$ cat src/uecb_pkg.sv
// Package for the USB endpoint control bank: register map, field positions and reset values.
// Assumes a single 10 MHz clock domain and a plain strobe register port.
// Function
// - There are sixteen endpoint control registers, one per endpoint 0 to 15, each acting alone.
// - Low-speed direct set on endpoint 0 in host mode talks straight to a low-speed device, clear uses a hub with preamble.
// - Retry-disable clear on endpoint 0 in host mode re-issues NACKed transactions, set stops retries.
// - With transmit and receive both on, control-disable set rejects SETUP and clear accepts it.
// - Control-disable has no effect unless transmit and receive are both enabled.
// - Receive-enable set lets the endpoint accept data, clear blocks reception.
// - Transmit-enable set lets the endpoint send data, clear blocks transmission.
// - The stall flag reads one once the endpoint has been stalled, until software next writes that control register, and zero otherwise.
// - Handshake-enable set exchanges handshakes, clear omits them for isochronous use.
// - Bits 31 to 8 and bit 5 read as zero and ignore writes.
package uecb_pkg;

    // ------------------------------------------------------------------
    // Geometry
    // ------------------------------------------------------------------
    localparam int unsigned EP_COUNT = 16;
    localparam int unsigned EP_IDX_W = 4;
    localparam int unsigned ADDR_W   = 8;
    localparam int unsigned DATA_W   = 32;

    // ------------------------------------------------------------------
    // Register byte addresses
    // ------------------------------------------------------------------
    localparam logic [7:0] EP_CTRL_BASE   = 8'h00;
    localparam logic [7:0] IRQ_STATUS_OFS = 8'h40;
    localparam logic [7:0] IRQ_MASK_OFS   = 8'h44;

    // ------------------------------------------------------------------
    // Endpoint control fields
    // ------------------------------------------------------------------
    localparam int unsigned LOW_SPEED_DIRECT_EN_BIT  = 7;
    localparam int unsigned NACK_RETRY_DISABLE_BIT   = 6;
    localparam int unsigned CONTROL_XFER_DISABLE_BIT = 4;
    localparam int unsigned EP_RECEIVE_EN_BIT        = 3;
    localparam int unsigned EP_TRANSMIT_EN_BIT       = 2;
    localparam int unsigned EP_STALLED_FLAG_BIT      = 1;
    localparam int unsigned EP_HANDSHAKE_EN_BIT      = 0;
    localparam logic [7:0]  EP_CTRL_WMASK            = 8'hdd;
    localparam logic [7:0]  EP0_HOST_MASK            = 8'hc0;
    localparam logic [7:0]  EP_CTRL_RESET            = 8'h00;

    // ------------------------------------------------------------------
    // Interrupt status: bit n is stall event on endpoint n
    // ------------------------------------------------------------------
    localparam logic [15:0] IRQ_RESET = 16'h0000;

endpackage

$ cat src/uecb_bank.sv
// USB endpoint control bank: sixteen endpoint control registers plus stall interrupt.
// Assumes the protocol engine on the same clock presents an endpoint number and
// raises a one-cycle stall event; software uses the strobe port.
`timescale 1ns/10ps
`default_nettype none
module uecb_bank (
    input  wire logic        sys_clk_i,
    input  wire logic        srst_i,
    input  wire logic [7:0]  addr_i,
    input  wire logic [31:0] wdata_i,
    input  wire logic        wr_i,
    input  wire logic        rd_i,
    output logic      [31:0] rdata_o,
    input  wire logic        host_mode_i,
    input  wire logic [3:0]  ep_sel_i,
    input  wire logic        stall_evt_i,
    output logic             rx_allow_o,
    output logic             tx_allow_o,
    output logic             setup_allow_o,
    output logic             hshk_en_o,
    output logic             ls_direct_o,
    output logic             retry_en_o,
    output logic             irq_o
);
    // ------------------------------------------------------------------
    // Address decode
    // ------------------------------------------------------------------
    function automatic logic is_ep_addr(input logic [7:0] a);
        is_ep_addr = (a[7:6] == uecb_pkg::EP_CTRL_BASE[7:6]) && (a[1:0] == 2'b00);
    endfunction

    logic [7:0]  ctrl_r [uecb_pkg::EP_COUNT];
    logic [15:0] irq_stat_r;
    logic [15:0] irq_mask_r;
    logic [3:0]  wr_idx;
    logic [7:0]  sel_ctrl;

    assign wr_idx = addr_i[5:2];

    // ------------------------------------------------------------------
    // Endpoint control registers
    // ------------------------------------------------------------------
    // Stall flag is set by hardware and written by software; the event wins
    // so a stall arriving with a software clear is never lost.
    always_ff @(posedge sys_clk_i) begin
        for (int i = 0; i < uecb_pkg::EP_COUNT; i++) begin
            if (srst_i) begin
                ctrl_r[i] <= uecb_pkg::EP_CTRL_RESET;
            end else begin
                if (wr_i && is_ep_addr(addr_i) && (wr_idx == i[3:0])) begin
                    ctrl_r[i] <= wdata_i[7:0] & uecb_pkg::EP_CTRL_WMASK;
                end
                if (stall_evt_i && (ep_sel_i == i[3:0])) begin
                    ctrl_r[i][uecb_pkg::EP_STALLED_FLAG_BIT] <= 1'b1;
                end
            end
        end
    end

    // ------------------------------------------------------------------
    // Interrupt status and mask
    // ------------------------------------------------------------------
    always_ff @(posedge sys_clk_i) begin
        if (srst_i) begin
            irq_stat_r <= uecb_pkg::IRQ_RESET;
        end else begin
            irq_stat_r <= (irq_stat_r
                & ~((wr_i && addr_i == uecb_pkg::IRQ_STATUS_OFS) ? wdata_i[15:0] : 16'h0000))
                | (stall_evt_i ? (16'h0001 << ep_sel_i) : 16'h0000);
        end
    end

    always_ff @(posedge sys_clk_i) begin
        if (srst_i) begin
            irq_mask_r <= uecb_pkg::IRQ_RESET;
        end else if (wr_i && addr_i == uecb_pkg::IRQ_MASK_OFS) begin
            irq_mask_r <= wdata_i[15:0];
        end
    end

    assign irq_o = |(irq_stat_r & irq_mask_r);

    // ------------------------------------------------------------------
    // Read port
    // ------------------------------------------------------------------
    always_ff @(posedge sys_clk_i) begin
        if (srst_i) begin
            rdata_o <= 32'h0000_0000;
        end else if (rd_i) begin
            if (is_ep_addr(addr_i)) begin
                rdata_o <= {24'h00_0000, ctrl_r[wr_idx]};
            end else if (addr_i == uecb_pkg::IRQ_STATUS_OFS) begin
                rdata_o <= {16'h0000, irq_stat_r};
            end else if (addr_i == uecb_pkg::IRQ_MASK_OFS) begin
                rdata_o <= {16'h0000, irq_mask_r};
            end else begin
                rdata_o <= 32'h0000_0000;
            end
        end else begin
            rdata_o <= 32'h0000_0000;
        end
    end

    // ------------------------------------------------------------------
    // Permissions for the selected endpoint
    // ------------------------------------------------------------------
    assign sel_ctrl = ctrl_r[ep_sel_i];

    uecb_ep_decode u_dec (
        .ctrl_i        (sel_ctrl),
        .is_ep0_i      (ep_sel_i == 4'h0),
        .host_mode_i   (host_mode_i),
        .rx_allow_o    (rx_allow_o),
        .tx_allow_o    (tx_allow_o),
        .setup_allow_o (setup_allow_o),
        .hshk_en_o     (hshk_en_o),
        .ls_direct_o   (ls_direct_o),
        .retry_en_o    (retry_en_o)
    );

    // ------------------------------------------------------------------
    // Checks
    // ------------------------------------------------------------------
    reset_clear_a: assert property (@(posedge sys_clk_i) srst_i |=> (ctrl_r[0] == 8'h00) && !irq_o)
        else $error("control not cleared by reset");
    ep_write_a: assert property (@(posedge sys_clk_i) disable iff (srst_i)
        wr_i && is_ep_addr(addr_i) && !stall_evt_i |=> ctrl_r[$past(wr_idx)] == ($past(wdata_i[7:0]) & 8'hdd))
        else $error("endpoint write not stored");
    unimpl_zero_a: assert property (@(posedge sys_clk_i) disable iff (srst_i)
        rd_i && is_ep_addr(addr_i) |=> rdata_o[31:8] == 24'h00_0000 && !rdata_o[5])
        else $error("unimplemented bits read nonzero");
    stall_sets_a: assert property (@(posedge sys_clk_i) disable iff (srst_i)
        stall_evt_i |=> ctrl_r[$past(ep_sel_i)][1] && irq_stat_r[$past(ep_sel_i)])
        else $error("stall event not recorded");
    setup_gate_a: assert property (@(posedge sys_clk_i) disable iff (srst_i)
        setup_allow_o |-> rx_allow_o && tx_allow_o && !sel_ctrl[4])
        else $error("setup allowed illegally");
    setup_ignored_a: assert property (@(posedge sys_clk_i) disable iff (srst_i)
        !(sel_ctrl[2] && sel_ctrl[3]) |-> !setup_allow_o)
        else $error("setup on half endpoint");
    rx_tx_a: assert property (@(posedge sys_clk_i) disable iff (srst_i)
        rx_allow_o == sel_ctrl[3] && tx_allow_o == sel_ctrl[2])
        else $error("rx or tx permission wrong");
    host_ep0_a: assert property (@(posedge sys_clk_i) disable iff (srst_i)
        (ls_direct_o || retry_en_o) |-> host_mode_i && ep_sel_i == 4'h0)
        else $error("host bits used off endpoint 0");
    retry_dis_a: assert property (@(posedge sys_clk_i) disable iff (srst_i)
        sel_ctrl[6] |-> !retry_en_o)
        else $error("retry despite disable");
    hshk_a: assert property (@(posedge sys_clk_i) disable iff (srst_i)
        hshk_en_o == sel_ctrl[0])
        else $error("handshake enable wrong");
    irq_clear_a: assert property (@(posedge sys_clk_i) disable iff (srst_i)
        wr_i && addr_i == uecb_pkg::IRQ_STATUS_OFS && !stall_evt_i
        |=> (irq_stat_r & $past(wdata_i[15:0])) == 16'h0000)
        else $error("status bit not cleared by write of one");

    // ------------------------------------------------------------------
    // Checks on the register port
    // ------------------------------------------------------------------
    // Read data are a snapshot taken at the strobe, so a write in the same
    // cycle as a read must not leak into the returned word.
    rd_ep_a: assert property (@(posedge sys_clk_i) disable iff (srst_i)
        rd_i && is_ep_addr(addr_i)
        |=> rdata_o[7:0] == $past(ctrl_r[wr_idx]))
        else $error("endpoint read returned wrong byte");
    rd_status_a: assert property (@(posedge sys_clk_i) disable iff (srst_i)
        rd_i && addr_i == uecb_pkg::IRQ_STATUS_OFS
        |=> rdata_o == {16'h0000, $past(irq_stat_r)})
        else $error("status read returned wrong word");
    rd_mask_a: assert property (@(posedge sys_clk_i) disable iff (srst_i)
        rd_i && addr_i == uecb_pkg::IRQ_MASK_OFS
        |=> rdata_o == {16'h0000, $past(irq_mask_r)})
        else $error("mask read returned wrong word");
    rd_unmapped_a: assert property (@(posedge sys_clk_i) disable iff (srst_i)
        rd_i && !is_ep_addr(addr_i) && addr_i != uecb_pkg::IRQ_STATUS_OFS
            && addr_i != uecb_pkg::IRQ_MASK_OFS
        |=> rdata_o == 32'h0000_0000)
        else $error("unmapped read returned nonzero");
    // The read bus idles at zero so that a master sampling one cycle late
    // sees nothing stale.
    rd_idle_a: assert property (@(posedge sys_clk_i) disable iff (srst_i)
        !rd_i
        |=> rdata_o == 32'h0000_0000)
        else $error("read data outside read slot");
    mask_write_a: assert property (@(posedge sys_clk_i) disable iff (srst_i)
        wr_i && addr_i == uecb_pkg::IRQ_MASK_OFS
        |=> irq_mask_r == $past(wdata_i[15:0]))
        else $error("mask write not stored");
    mask_hold_a: assert property (@(posedge sys_clk_i) disable iff (srst_i)
        !(wr_i && addr_i == uecb_pkg::IRQ_MASK_OFS)
        |=> $stable(irq_mask_r))
        else $error("mask changed without write");
    reset_all_a: assert property (@(posedge sys_clk_i)
        srst_i
        |=> irq_stat_r == uecb_pkg::IRQ_RESET && irq_mask_r == uecb_pkg::IRQ_RESET
            && rdata_o == 32'h0000_0000 && sel_ctrl == uecb_pkg::EP_CTRL_RESET)
        else $error("state not cleared by reset");

    // ------------------------------------------------------------------
    // Checks on the endpoint registers
    // ------------------------------------------------------------------
    ep_hold_a: assert property (@(posedge sys_clk_i) disable iff (srst_i)
        !(wr_i && is_ep_addr(addr_i)) && !stall_evt_i
        |=> ctrl_r[$past(wr_idx)] == $past(ctrl_r[wr_idx]))
        else $error("endpoint changed without cause");
    ep_other_a: assert property (@(posedge sys_clk_i) disable iff (srst_i)
        wr_i && is_ep_addr(addr_i) && (wr_idx != ep_sel_i) && !stall_evt_i
        |=> !$stable(ep_sel_i) || (sel_ctrl == $past(sel_ctrl)))
        else $error("write leaked into another endpoint");
    bit5_zero_a: assert property (@(posedge sys_clk_i) disable iff (srst_i)
        !sel_ctrl[5])
        else $error("unimplemented endpoint bit set");
    // Software can only clear the stall flag; only the engine may raise it.
    stall_cause_a: assert property (@(posedge sys_clk_i) disable iff (srst_i)
        !stall_evt_i
        |=> !(ctrl_r[$past(ep_sel_i)][1] && !$past(ctrl_r[ep_sel_i][1])))
        else $error("stall flag set without stall");

    // ------------------------------------------------------------------
    // Checks on interrupt status and decoded permissions
    // ------------------------------------------------------------------
    irq_sticky_a: assert property (@(posedge sys_clk_i) disable iff (srst_i)
        !(wr_i && addr_i == uecb_pkg::IRQ_STATUS_OFS)
        |=> (irq_stat_r & $past(irq_stat_r)) == $past(irq_stat_r))
        else $error("status bit lost without clear");
    irq_cause_a: assert property (@(posedge sys_clk_i) disable iff (srst_i)
        !stall_evt_i
        |=> (irq_stat_r & ~$past(irq_stat_r)) == 16'h0000)
        else $error("status bit set without stall");
    setup_on_a: assert property (@(posedge sys_clk_i) disable iff (srst_i)
        sel_ctrl[3] && sel_ctrl[2] && !sel_ctrl[4]
        |-> setup_allow_o)
        else $error("setup refused on control endpoint");
    retry_on_a: assert property (@(posedge sys_clk_i) disable iff (srst_i)
        host_mode_i && ep_sel_i == 4'h0 && !sel_ctrl[6]
        |-> retry_en_o)
        else $error("retry missing on host endpoint 0");
    ls_direct_a: assert property (@(posedge sys_clk_i) disable iff (srst_i)
        ls_direct_o == (host_mode_i && ep_sel_i == 4'h0 && sel_ctrl[7]))
        else $error("low speed direct wrong");

    stall_cov: cover property (@(posedge sys_clk_i) disable iff (srst_i) stall_evt_i ##1 irq_o);
    setup_cov: cover property (@(posedge sys_clk_i) disable iff (srst_i) setup_allow_o);
    ls_cov: cover property (@(posedge sys_clk_i) disable iff (srst_i) ls_direct_o && retry_en_o);
    clear_cov: cover property (@(posedge sys_clk_i) disable iff (srst_i) irq_o ##1 !irq_o);
    stall_rd_cov: cover property (@(posedge sys_clk_i) disable iff (srst_i) rd_i ##1 rdata_o[1]);
endmodule
`default_nettype wire

$ cat src/uecb_ep_decode.sv
// One endpoint's permission decoder.
// Assumes its control byte comes from the register bank on the same clock.
`timescale 1ns/10ps
`default_nettype none
module uecb_ep_decode (
    input  wire logic [7:0] ctrl_i,
    input  wire logic       is_ep0_i,
    input  wire logic       host_mode_i,
    output logic            rx_allow_o,
    output logic            tx_allow_o,
    output logic            setup_allow_o,
    output logic            hshk_en_o,
    output logic            ls_direct_o,
    output logic            retry_en_o
);
    logic rx_en;
    logic tx_en;
    logic host_ep0;

    assign rx_en         = ctrl_i[uecb_pkg::EP_RECEIVE_EN_BIT];
    assign tx_en         = ctrl_i[uecb_pkg::EP_TRANSMIT_EN_BIT];
    assign rx_allow_o    = rx_en;
    assign tx_allow_o    = tx_en;
    // SETUP needs a bidirectional endpoint; the disable bit counts only then.
    assign setup_allow_o = rx_en & tx_en & ~ctrl_i[uecb_pkg::CONTROL_XFER_DISABLE_BIT];
    assign hshk_en_o     = ctrl_i[uecb_pkg::EP_HANDSHAKE_EN_BIT];
    assign host_ep0      = is_ep0_i & host_mode_i;
    assign ls_direct_o   = host_ep0 & ctrl_i[uecb_pkg::LOW_SPEED_DIRECT_EN_BIT];
    assign retry_en_o    = host_ep0 & ~ctrl_i[uecb_pkg::NACK_RETRY_DISABLE_BIT];
endmodule
`default_nettype wire

$ cat config.mk
export PLATFORM = sky130hd
export DESIGN_NAME = uecb_bank
export DESIGN_NICKNAME = d
export VERILOG_FILES = /design/src/uecb_pkg.sv /design/src/uecb_bank.sv /design/src/uecb_ep_decode.sv
export SDC_FILE = /design/constraint.sdc
export NUM_CORES = 1
export LEC_CHECK = 0
export BUFFER_PORTS_ARGS = -buffer_cell sky130_fd_sc_hd__buf_2
export CAP_MARGIN = 5
export CORE_MARGIN = 2
export CORE_UTILIZATION = 53
export DETAILED_ROUTE_END_ITERATION = 16
export PLACE_DENSITY_LB_ADDON = 0.2
export REMOVE_ABC_BUFFERS = 1
export SLEW_MARGIN = 30
export SYNTH_ARGS = -nofsm -noshare
export SYNTH_HDL_FRONTEND = slang
export SYNTH_HIERARCHICAL = 1
export SYNTH_SLANG_ARGS = --single-unit
export TNS_END_PERCENT = 100
$ cat constraint.sdc
create_clock -name sys_clk_i -period 2.1 [get_ports sys_clk_i]
set_input_delay 0.105 -clock sys_clk_i [delete_from_list [all_inputs] [get_ports sys_clk_i]]
set_output_delay 0.105 -clock sys_clk_i [all_outputs]
set_load 0.05 [all_outputs]
After elaboration in Yosys (flattened, before gate mapping) --
Memories as Yosys holds them, arrays and structs flattened. Cells that the tools add are included.
Operators by class: eq/ne operators 32, shift-type cells 1, multiplexer cells 135, bitwise logic cells 44, reductions and logical operators 44
Operators with widths (count):
- 1-bit 2-to-1 mux | 114
- 7-bit 2-to-1 mux | 16
- 4-bit equality test (second input constant) | 16
- 16-bit 2-to-1 mux | 4
- 1-bit logical AND | 36
- 16-bit bitwise AND | 2
- 4-bit by 3-bit equality test with 1-bit output (second input constant) | 8
- 1-bit bitwise OR | 32
- 4-bit by 2-bit equality test with 1-bit output (second input constant) | 4
- 8-bit by 7-bit equality test with 1-bit output (second input constant) | 2
- 16-bit NOT | 1
- 16-bit bitwise OR | 1
- 16-bit OR reduction | 1
- 1-bit by 4-bit left shift with 16-bit output (first input constant) | 1
- 4-bit by 1-bit equality test with 1-bit output (second input constant) | 2
- 4-bit logical NOT | 2
- 8-bit 2-to-1 mux | 1
- 1-bit bitwise AND | 5
- 2-bit logical NOT | 2
- 4-bit OR reduction | 1
- 1-bit NOT | 3
- 3-bit OR reduction | 1
- 2-bit OR reduction | 1
Word-level totals: register bits 64, RAM bits 112, input port bits 50, output and inout bits 39, logic and storage cells 262, memories 1
Memories:
- ctrl_r | depth 16, bits a word 7, rd ports 2, clocked after memory_dff 0, wr ports 16, line uecb_bank.sv:32 | logic [7:0] ctrl_r [uecb_pkg::EP_COUNT];

Logic depth before layout (Yosys ltp) --
Gate-level depths: netlist of run 1.
word-level depth 9, depth in mapped cells 7, gate-level depth less buffers 4

Cells and area by module --
The synthesis of run 1 kept the hierarchy.
Modules (own cells, without submodules):
- uecb_bank | times used 1, cells an instance 637, area an instance 8450.6 µm², sequential area each 4324.1 µm²
- uecb_ep_decode | times used 1, cells an instance 6, area an instance 46.3 µm², sequential area each 0.0 µm²

Worst setup path after synthesis of run 1 --
No wires, ideal clock.
path kind input port to output port, from input port ep_sel_i[1], to output port retry_en_o, arrival time 1.893 ns, required time 1.995 ns, setup slack 0.102 ns, stages on the path 5, cell sequence buf_2 > buf_1 > mux4_2 > mux4_2 > and3b_1
On the way: word-level cells in the longest chain between the ends 3
RTL lines:
- start, declared | line uecb_bank.sv:15 | input wire logic [3:0] ep_sel_i,
- memory 16 x 7 bit
- via sel_ctrl[6] | line uecb_bank.sv:36 | logic [7:0] sel_ctrl;
- 1-bit NOT | line uecb_ep_decode.sv:29 | assign retry_en_o = host_ep0 & ~ctrl_i[uecb_pkg::NACK_RETRY_DISABLE_BIT];
- 1-bit bitwise AND | line uecb_ep_decode.sv:29
- end, declared | line uecb_bank.sv:22 | output logic retry_en_o,
The timed path passes the listed nets, and every way through them passes these cells.

==> run summary, run 1 <==
Status: complete, but fails checks
Failing checks: setup timing
# DRC: 0
Hold WC Path Type: primary input to register
CTS H-Tree Depth: 4
VDD IR max: 0.000601 V
IO buf count: 56
Fraction of layout cells with a size suffix above 1: 26.8%
Worst clock skew: 0.00790 ns
Detailed-router iteration count before antenna repair: 6
Commonest cells after routing, fill and taps aside: edfxtp_1, and2_1, nor2_1, buf_2, dfxtp_1
Register area: 0.00432 mm2
CTS Buf Count: 17
CP Capture Type: output port
Final hold violation count: 0
Total track usage: 27.3%
Final total power: 7620 uW
Leakage: 0.00377 uW
Mapped Area: 0.00838 mm2
Slew of the pin with the lowest slew margin: 0.698 ns
# diodes: 0
F_max: 0.421 GHz
Vias per cell: 6.18
Largest stage delay on the critical path: 0.52 ns
Max-slew violation count: 0
Final core occ: 63.4%
Max Buffers Root-to-Sink: 2
CP Class: register to output port
Total Wirelength: 22,100 um
Final Cycle Share: 113%
Post-layout min period: 2.37 ns
Critical path peak fanout: 2
Footprint of the multi-input gates: 0.00374 mm2
TritonCTS clock tree: done
DRT met1 WL: 9020 um
CP cell instances: mux4_2 -> mux4_2 -> and3b_2 -> buf_8
Chip width: 130 um
CP bufs+invs: 1
Die area: 0.0168 mm2
Slowest cell on the critical path: mux4_2
Maxcap violations: 0
Half-perimeter wire length after placement: 15,800 um
WL met3: 1710 um
Core area: 0.0153 mm2
Post-DRT Antenna Nets: 0
Die span in y: 130 um
Setup ws final: -0.273 ns
Detailed Route Iter0 Violations: 666
Top delay family on crit path: multiplexers
Met2 routed WL: 11,000 um
Avg Inst Size Synth: 13.1 um2
CTS Sinks: 160
Initial antenna violation count: 1
Initial Utilization: 54.7%
Critical path required time: 2.00 ns
CTS clk-pin slew, worst paths: 0.06 ns
Largest net degree at the start of global routing: 49
Arrival @ worst endpoint: 2.27 ns
Grt total ovfl: 0
Root Driver: clkbuf_16
Power per cell area: 785 mW/mm2
Layout area overhead: 15.8%
CP startpoint kind: register
Ys Warns: 6
TNS Setup: -0.787 ns
Worst-Skew Late Latency: 0.42 ns
Final number of setup-violating endpoints: 6
Cell mode on critical path: mux4_2
Vias in the first global route: 5,603
Fillers: 1,185
Pre-CTS WS: 0.0130 ns
Average wire per standard cell: 23.5 um
RSZ-0062 raised after global routing: true
Site Rows: 45
# IOs: 89
Most common cell after layout, fill and taps aside: edfxtp_1
Syn Inst Count: 638
# nets final: 765
Vias: 5,805
Top sig layer: met4
Rel. slew slack: 53.4%
GPL Wtd Cong: 0.888
First-pass GRT wire length: 32,900 um
-- power by group --
group          internal, uW  switching [uW]  total [uW]
Combinational           375             501         876
Sequential             3490            65.9        3560
Clock                  1910            1280        3190
-- stage by stage --
stage | cells | cell area (um2) | hold slack, ns
after global routing | 939 | 9710 | 0.0447
after floorplan | 591 | 8060 | 0.174
after global placement | 896 | 8940 | 0.317
after CTS | 938 | 9700 | 0.0114
after detailed placement | 896 | 8940 | 0.321
final | 939 | 9710 | 0.0297
-- sequential cells by signal, summed over array words and instances (netlist names) --
| name | flops |
|---|---|
| irq_stat_r | 16 |
| irq_mask_r | 16 |
| ctrl_r | 112 |
| rdata_o | 16 |
-- per-layer routing --
metal  vias to the layer above  GRT usage (%)
li1                       2542              -
met1                      2966           37.5
met2                       268           45.1
met3                        29           5.25
met4                         0           7.34
met5                         -              0
-- cell type report --
class	instances	share of cell area, %
tap	211	2.72
clock inverter	12	1.64
inverter	1	0.0387
sequential	160	44.5
clock buffer	20	4.60
multi-input combinational	430	38.5
timing repair buffer	105	7.91
-- final timing paths --
check                                   start              to  slack (ns)  cells after the start
worst min-delay path                   srst_i  irq_mask_r[12]        0.03                      2
worst max register to register  ctrl_r[15][0]      rdata_o[0]        0.45                      4
worst max-delay path             ctrl_r[3][2]   setup_allow_o       -0.27                      4
worst min register to register  irq_stat_r[0]   irq_stat_r[0]        0.52                      2
-- what timing repair did --
item | 4_1_cts | 5_1_grt
buffers inserted | 0 | 1
gates resized for setup | 14 | 2
hold buffers | 10 | 0
endpoints found under the setup margin | 6 | 6
hold endpoints to repair | 20 | 0
pin swaps | 1 | 0
No activity file was read; power rests on OpenSTA's default activity.
==> run 2, diff against run 1 <==
Settings changed: CORE_ASPECT_RATIO from default to 0.5.
==> run 2 against run 1 <==
Against the previous run:
- clock power down 1%
- hold slack better by 0.11 ns
- critical path depth unchanged
- via count down 1.8%
- combinational power up 0.7%
- the run still ends with setup timing left
- critical path type unchanged
- global-route usage up 0.54 points
- sequential cell count unchanged
- core utilization down 0.74 points
- largest power group unchanged
- count of clock-buffer cells in the layout down 2
- fmax down 1.8%
- non-clock buffer count up 4
==> run summary, run 2 (synthesis results as in run 1) <==
Status: complete, but fails checks (unchanged)
Failing checks: setup timing (unchanged)
Arrival @ worst endpoint: 2.31 ns (was 2.27 ns)
CTS Buf Count: 17 (unchanged)
Final hold violation count: 0 (unchanged)
Maxcap violations: 0 (unchanged)
Largest net degree at the start of global routing: 57 (was 49)
First-pass GRT wire length: 33,900 um (was 32,900 um)
Max Buffers Root-to-Sink: 2 (unchanged)
CP cell instances: mux4_2 -> mux4_2 -> and3b_2 -> buf_6 (was mux4_2 -> mux4_2 -> and3b_2 -> buf_8)
GPL Wtd Cong: 0.894 (was 0.888)
Power per cell area: 785 mW/mm2 (about the same)
Sw Ratio: 25.7% (was 24.2%)
Slowest cell on the critical path: mux4_2 (unchanged)
CTS Sinks: 160 (unchanged)
CP Capture Type: output port (unchanged)
Leakage: 0.00377 uW (about the same)
Hold_sp: wdata_i[0] (was srst_i)
Critical path required time: 2.00 ns (about the same)
Flop pwr share: 47.0% (was 46.7%)
Reg2Reg Setup Slack: 0.24 ns (was 0.45 ns)
Clock power share: 41.4% (was 41.8%)
Hold WC Path Type: primary input to register (unchanged)
# DRC: 0 (unchanged)
Die area: 0.0169 mm2 (was 0.0168 mm2)
Initial Utilization: 54.3% (was 54.7%)
VDD IR max: 0.000626 V (was 0.000601 V)
R2r worst-path depth: 6 (was 4)
Detailed-router iteration count before antenna repair: 5 (was 6)
Vias per cell: 6.09 (was 6.18)
Total Wirelength: 22,300 um (was 22,100 um)
CP Class: register to output port (unchanged)
Pint: 5650 uW (was 5780 uW)
Logic pwr share: 11.6% (was 11.5%)
Most common cell after layout, fill and taps aside: edfxtp_1 (unchanged)
Slew of the pin with the lowest slew margin: 0.685 ns (was 0.698 ns)
Max-slew violation count: 0 (unchanged)
Rel. slew slack: 54.3% (was 53.4%)
# nets final: 769 (was 765)
Worst hold path endpoint: irq_stat_r[0] (was irq_mask_r[12])
Final number of setup-violating endpoints: 6 (unchanged)
Top delay family on crit path: multiplexers (unchanged)
Half-perimeter wire length after placement: 15,900 um (was 15,800 um)
WHS Path Cells: 2 (unchanged)
Setup ws final: -0.316 ns (was -0.273 ns)
# IOs: 89 (unchanged)
FF-to-FF End: rdata_o[3] (was rdata_o[0])
Commonest cells after routing, fill and taps aside: edfxtp_1, and2_1, nor2_1, buf_2, dfxtp_1 (unchanged)
CP startpoint kind: register (unchanged)
Cell mode on critical path: mux4_2 (unchanged)
FF-to-FF Start: ctrl_r[4][3] (was ctrl_r[15][0])
Initial antenna violation count: 0 (was 1)
Worst-Skew Late Latency: 0.43 ns (was 0.42 ns)
Chip width: 182 um (was 130 um)
Critical path peak fanout: 2 (unchanged)
Final Non-Filler Cells: 936 (was 939)
RSZ-0062 raised after global routing: true (unchanged)
Die span in y: 92.9 um (was 130 um)
Vias in the first global route: 5,808 (was 5,603)
Core area: 0.0155 mm2 (was 0.0153 mm2)
TritonCTS clock tree: done (unchanged)
Biggest register: ctrl_r (unchanged)
CTS H-Tree Depth: 4 (unchanged)
Fraction of layout cells with a size suffix above 1: 27.3% (was 26.8%)
Critical Path Stages: 4 (unchanged)
Detailed Route Iter0 Violations: 659 (was 666)
Total track usage: 27.8% (was 27.3%)
Placed Instances: 887 (was 896)
Pre-CTS WS: -0.159 ns (was 0.0130 ns)
Grt total ovfl: 0 (unchanged)
Site Rows: 32 (was 45)
Sw Pwr: 1950 uW (was 1850 uW)
Root Driver: clkbuf_16 (unchanged)
CP bufs+invs: 1 (unchanged)
IO buf count: 56 (unchanged)
Vias: 5,702 (was 5,805)
Max FFs per register: 112 (unchanged)
Post-layout min period: 2.42 ns (was 2.37 ns)
Layout area overhead: 15.5% (was 15.8%)
Post-DRT Antenna Nets: 0 (unchanged)
Final Cycle Share: 115% (was 113%)
# diodes: 0 (unchanged)
F_max: 0.414 GHz (was 0.421 GHz)
CTS clk-pin slew, worst paths: 0.07 ns (was 0.06 ns)
Largest stage delay on the critical path: 0.53 ns (was 0.52 ns)
Worst clock skew: 0.00792 ns (was 0.00790 ns)
Average wire per standard cell: 23.8 um (was 23.5 um)
-- run 2: cell types whose count changed in the layout (fill, tap and decap cells not counted) --
cell | previous run | this run
buf_12 | 4 | 1
bufinv_16 | 3 | 2
clkinvlp_4 | 4 | 3
clkbuf_1 | 2 | 1
buf_6 | 4 | 6
inv_8 | 0 | 1
clkinv_4 | 2 | 5
clkbuf_8 | 1 | 0
buf_4 | 35 | 40
-- run 2: worst max path at each step --
stage                   from       endpoint  slack [ns]
6_report        ctrl_r[4][2]  setup_allow_o       -0.32
5_1_grt        ctrl_r[15][5]     retry_en_o       -0.35
4_1_cts        ctrl_r[15][5]     retry_en_o       -0.30
3_5_place_dp     ep_sel_i[0]  setup_allow_o       -0.16
3_3_place_gp     ep_sel_i[0]  setup_allow_o       -0.14
2_1_floorplan  ctrl_r[15][2]  setup_allow_o        0.13
-- run 2: area by class of cell --
cell class | count | area (um2)
fill | 1226 | 5770
sequential | 160 | 4320
multi-input combinational | 430 | 3740
timing repair buffer | 109 | 768
clock buffer | 18 | 429
tap | 204 | 255
clock inverter | 14 | 159
inverter | 1 | 3.75
-- run 2: per-stage QoR --
stage	area (um2)	power [uW]	setup TNS, ns	hold WS [ns]	util, %
floorplan	8060	4060	0	0.174	-
global placement	8880	4440	-0.399	0.316	57.5
detailed placement	8880	4450	-0.507	0.321	57.5
CTS	9640	7590	-1.15	0.116	62.4
global route	9680	7810	-1.38	0.143	62.6
finish	9680	7600	-1.19	0.137	62.6
-- run 2: repair_timing --
action | CTS | global route
setup buffers | 3 | 4
pin swaps | 0 | 1
setup endpoints to repair | 6 | 6
endpoints found under the hold margin | 20 | 0
hold buffers | 10 | 0
resized for setup | 15 | 3
-- run 2: layer usage --
metal | up-vias | wire [um] | global-route usage (%)
li1 | 2537 | - | -
met1 | 2818 | 9550 | 37.9
met2 | 308 | 9950 | 43.2
met3 | 39 | 2350 | 8.02
met4 | 0 | 464 | 9.54
met5 | - | 0 | 0
-- run 2: power by group through the flow --
stage / Combinational (uW) / Sequential (uW) / Clock (uW)
after detailed placement: 812 / 3640 / 0
final: 882 / 3570 / 3150
after global placement: 804 / 3630 / 0
after CTS: 863 / 3570 / 3160
after floorplan: 467 / 3590 / 0
after global routing: 929 / 3580 / 3310
==> run 3, diff against run 2 <==
Settings changed: CELL_PAD_IN_SITES_DETAIL_PLACEMENT from default to 1, CELL_PAD_IN_SITES_GLOBAL_PLACEMENT from default to 1, CORE_UTILIZATION 53 to 49.
==> run 3 against run 2 <==
Against the previous run:
- the run still ends with setup timing left
- setup slack got worse by 0.041 ns
- via count increased by 4.2%
- critical endpoint is now retry_en_o
- sequential share of layout area decreased by 0.63 points
- power increased by 0.78%
- first-iteration DRC count decreased by 8.5%
- core utilization decreased by 3.3 points
==> run summary, run 3 (synthesis results as in run 1) <==
Vias per cell: 6.13 (was 6.09)
Register area: 0.00432 mm2 (unchanged)
Max-slew violation count: 0 (unchanged)
Hold WC Path Type: primary input to register (unchanged)
Commonest cells after routing, fill and taps aside: edfxtp_1, and2_1, nor2_1, buf_2, dfxtp_1 (unchanged)
Site Rows: 33 (was 32)
Placed Instances: 911 (was 887)
CP Capture Type: output port (unchanged)
Worst clock skew: 0.00992 ns (was 0.00792 ns)
Top delay family on crit path: multiplexers (unchanged)
CTS H-Tree Depth: 4 (unchanged)
GPL Wtd Cong: 0.857 (was 0.894)
Layout area overhead: 17.1% (was 15.5%)
Power per cell area: 780 mW/mm2 (was 785 mW/mm2)
CP startpoint kind: register (unchanged)
# DRC: 0 (unchanged)
Root Driver: clkbuf_16 (unchanged)
Half-perimeter wire length after placement: 18,000 um (was 15,900 um)
Final Cycle Share: 117% (was 115%)
Setup ws final: -0.357 ns (was -0.316 ns)
Die span in y: 96.5 um (was 92.9 um)
Final number of setup-violating endpoints: 6 (unchanged)
Most common cell after layout, fill and taps aside: edfxtp_1 (unchanged)
CTS Buf Count: 17 (unchanged)
Average wire per standard cell: 26.8 um (was 23.8 um)
Critical Path Stages: 4 (unchanged)
VDD IR max: 0.000634 V (was 0.000626 V)
Leakage: 0.00383 uW (was 0.00377 uW)
Critical path peak fanout: 2 (unchanged)
Slowest cell on the critical path: mux4_2 (unchanged)
CP bufs+invs: 1 (unchanged)
Final hold slack: 0.128 ns (was 0.137 ns)
Status: complete, but fails checks (unchanged)
First-pass GRT wire length: 38,700 um (was 33,900 um)
CTS Sinks: 160 (unchanged)
Initial Utilization: 50.6% (was 54.3%)
Biggest register: ctrl_r (unchanged)
R2r worst-path depth: 4 (was 6)
Chip width: 189 um (was 182 um)
Post-layout min period: 2.46 ns (was 2.42 ns)
Max FFs per register: 112 (unchanged)
CP Class: register to output port (unchanged)
Maxcap violations: 0 (unchanged)
Cell mode on critical path: mux4_2 (unchanged)
# diodes: 0 (unchanged)
Rel. slew slack: 52.3% (was 54.3%)
Largest net degree at the start of global routing: 57 (unchanged)
Detailed Route Iter0 Violations: 603 (was 659)
RSZ-0062 raised after global routing: true (unchanged)
Core area: 0.0166 mm2 (was 0.0155 mm2)
Detailed-router iteration count before antenna repair: 5 (unchanged)
Fillers: 1,632 (was 1,226)
CP cell instances: mux4_2 -> mux4_2 -> and3b_1 -> buf_6 (was mux4_2 -> mux4_2 -> and3b_2 -> buf_6)
Footprint of the multi-input gates: 0.00374 mm2 (unchanged)
Critical path required time: 2.00 ns (about the same)
Final hold violation count: 0 (unchanged)
Final core occ: 59.3% (was 62.6%)
Slew of the pin with the lowest slew margin: 0.715 ns (was 0.685 ns)
Total track usage: 29.9% (was 27.8%)
Arrival @ worst endpoint: 2.35 ns (was 2.31 ns)
Post-DRT Antenna Nets: 0 (unchanged)
# IOs: 89 (unchanged)
Worst-Skew Late Latency: 0.44 ns (was 0.43 ns)
IO buf count: 56 (unchanged)
Largest stage delay on the critical path: 0.52 ns (was 0.53 ns)
Final Non-Filler Cells: 969 (was 936)
Initial antenna violation count: 0 (unchanged)
TritonCTS clock tree: done (unchanged)
# nets final: 779 (was 769)
Max Buffers Root-to-Sink: 2 (unchanged)
WHS Path Cells: 3 (was 2)
Die area: 0.0182 mm2 (was 0.0169 mm2)
Fraction of layout cells with a size suffix above 1: 28.4% (was 27.3%)
Vias: 5,942 (was 5,702)
Final total power: 7660 uW (was 7600 uW)
Pre-CTS WS: -0.0596 ns (was -0.159 ns)
Vias in the first global route: 5,967 (was 5,808)
F_max: 0.407 GHz (was 0.414 GHz)
Failing checks: setup timing (unchanged)
Total Wirelength: 26,000 um (was 22,300 um)
Grt total ovfl: 0 (unchanged)
CTS clk-pin slew, worst paths: 0.06 ns (was 0.07 ns)
[run 3: cell types whose count changed in the layout (fill, tap and decap cells not counted), sizes merged]
cell,change
buf,+10
clkbuf,-1
clkinv,-2
inv,+1
clkinvlp,+2
[run 3: final timing paths]
check                start              to  slack, ns
min            ep_sel_i[0]  irq_stat_r[11]       0.13
max reg2reg  ctrl_r[10][5]      rdata_o[6]       0.28
min reg2reg  irq_stat_r[0]   irq_stat_r[0]       0.53
max          ctrl_r[10][5]      retry_en_o      -0.36
[run 3: layer usage]
layer / track usage, % / wire (um)
met5: 0 / 0
met4: 9.31 / 537
met3: 5.49 / 1950
met2: 48.8 / 12100
met1: 41.4 / 11400
[run 3: cell type report]
type | count | share of cell area (%)
Clock buffer | 17 | 4.33
Clock inverter | 15 | 1.62
Inverter | 1 | 0.0382
Multi-Input combinational cell | 430 | 38.1
Sequential cell | 160 | 44.0
Tap cell | 227 | 2.89
Timing Repair Buffer | 119 | 8.97
[run 3: power breakdown]
group | total (uW) | leakage (uW) | switching [uW] | internal [uW]
clock network | 3140 | 0.000270 | 1380 | 1760
registers | 3580 | 0.00145 | 85.5 | 3490
logic | 940 | 0.00210 | 537 | 403
[run 3: per-stage QoR]
stage / instance area (um2) / TNS (ns)
final: 9820 / -1.33
after global routing: 9820 / -1.47
after CTS: 9780 / -1.22
after detailed placement: 8960 / -0.0648
after global placement: 8960 / -0.0370
after floorplan: 8060 / 0
[run 3: timing repair]
action,4_1_cts,5_1_grt
pin swaps,1,0
hold buffers,10,0
hold endpoints to repair,20,0
setup buffers,11,6
cloned,0,0
resized for setup,18,1
endpoints found under the setup margin,6,6
[run 3: worst reg2reg max path, delay by kind of cell (launching register included)]
family | cells | cell delay, ns
buffers and inverters | 1 | 0.18
AOI/OAI and AO/OA | 1 | 0.21
DFF | 1 | 0.47
muxes | 2 | 0.84
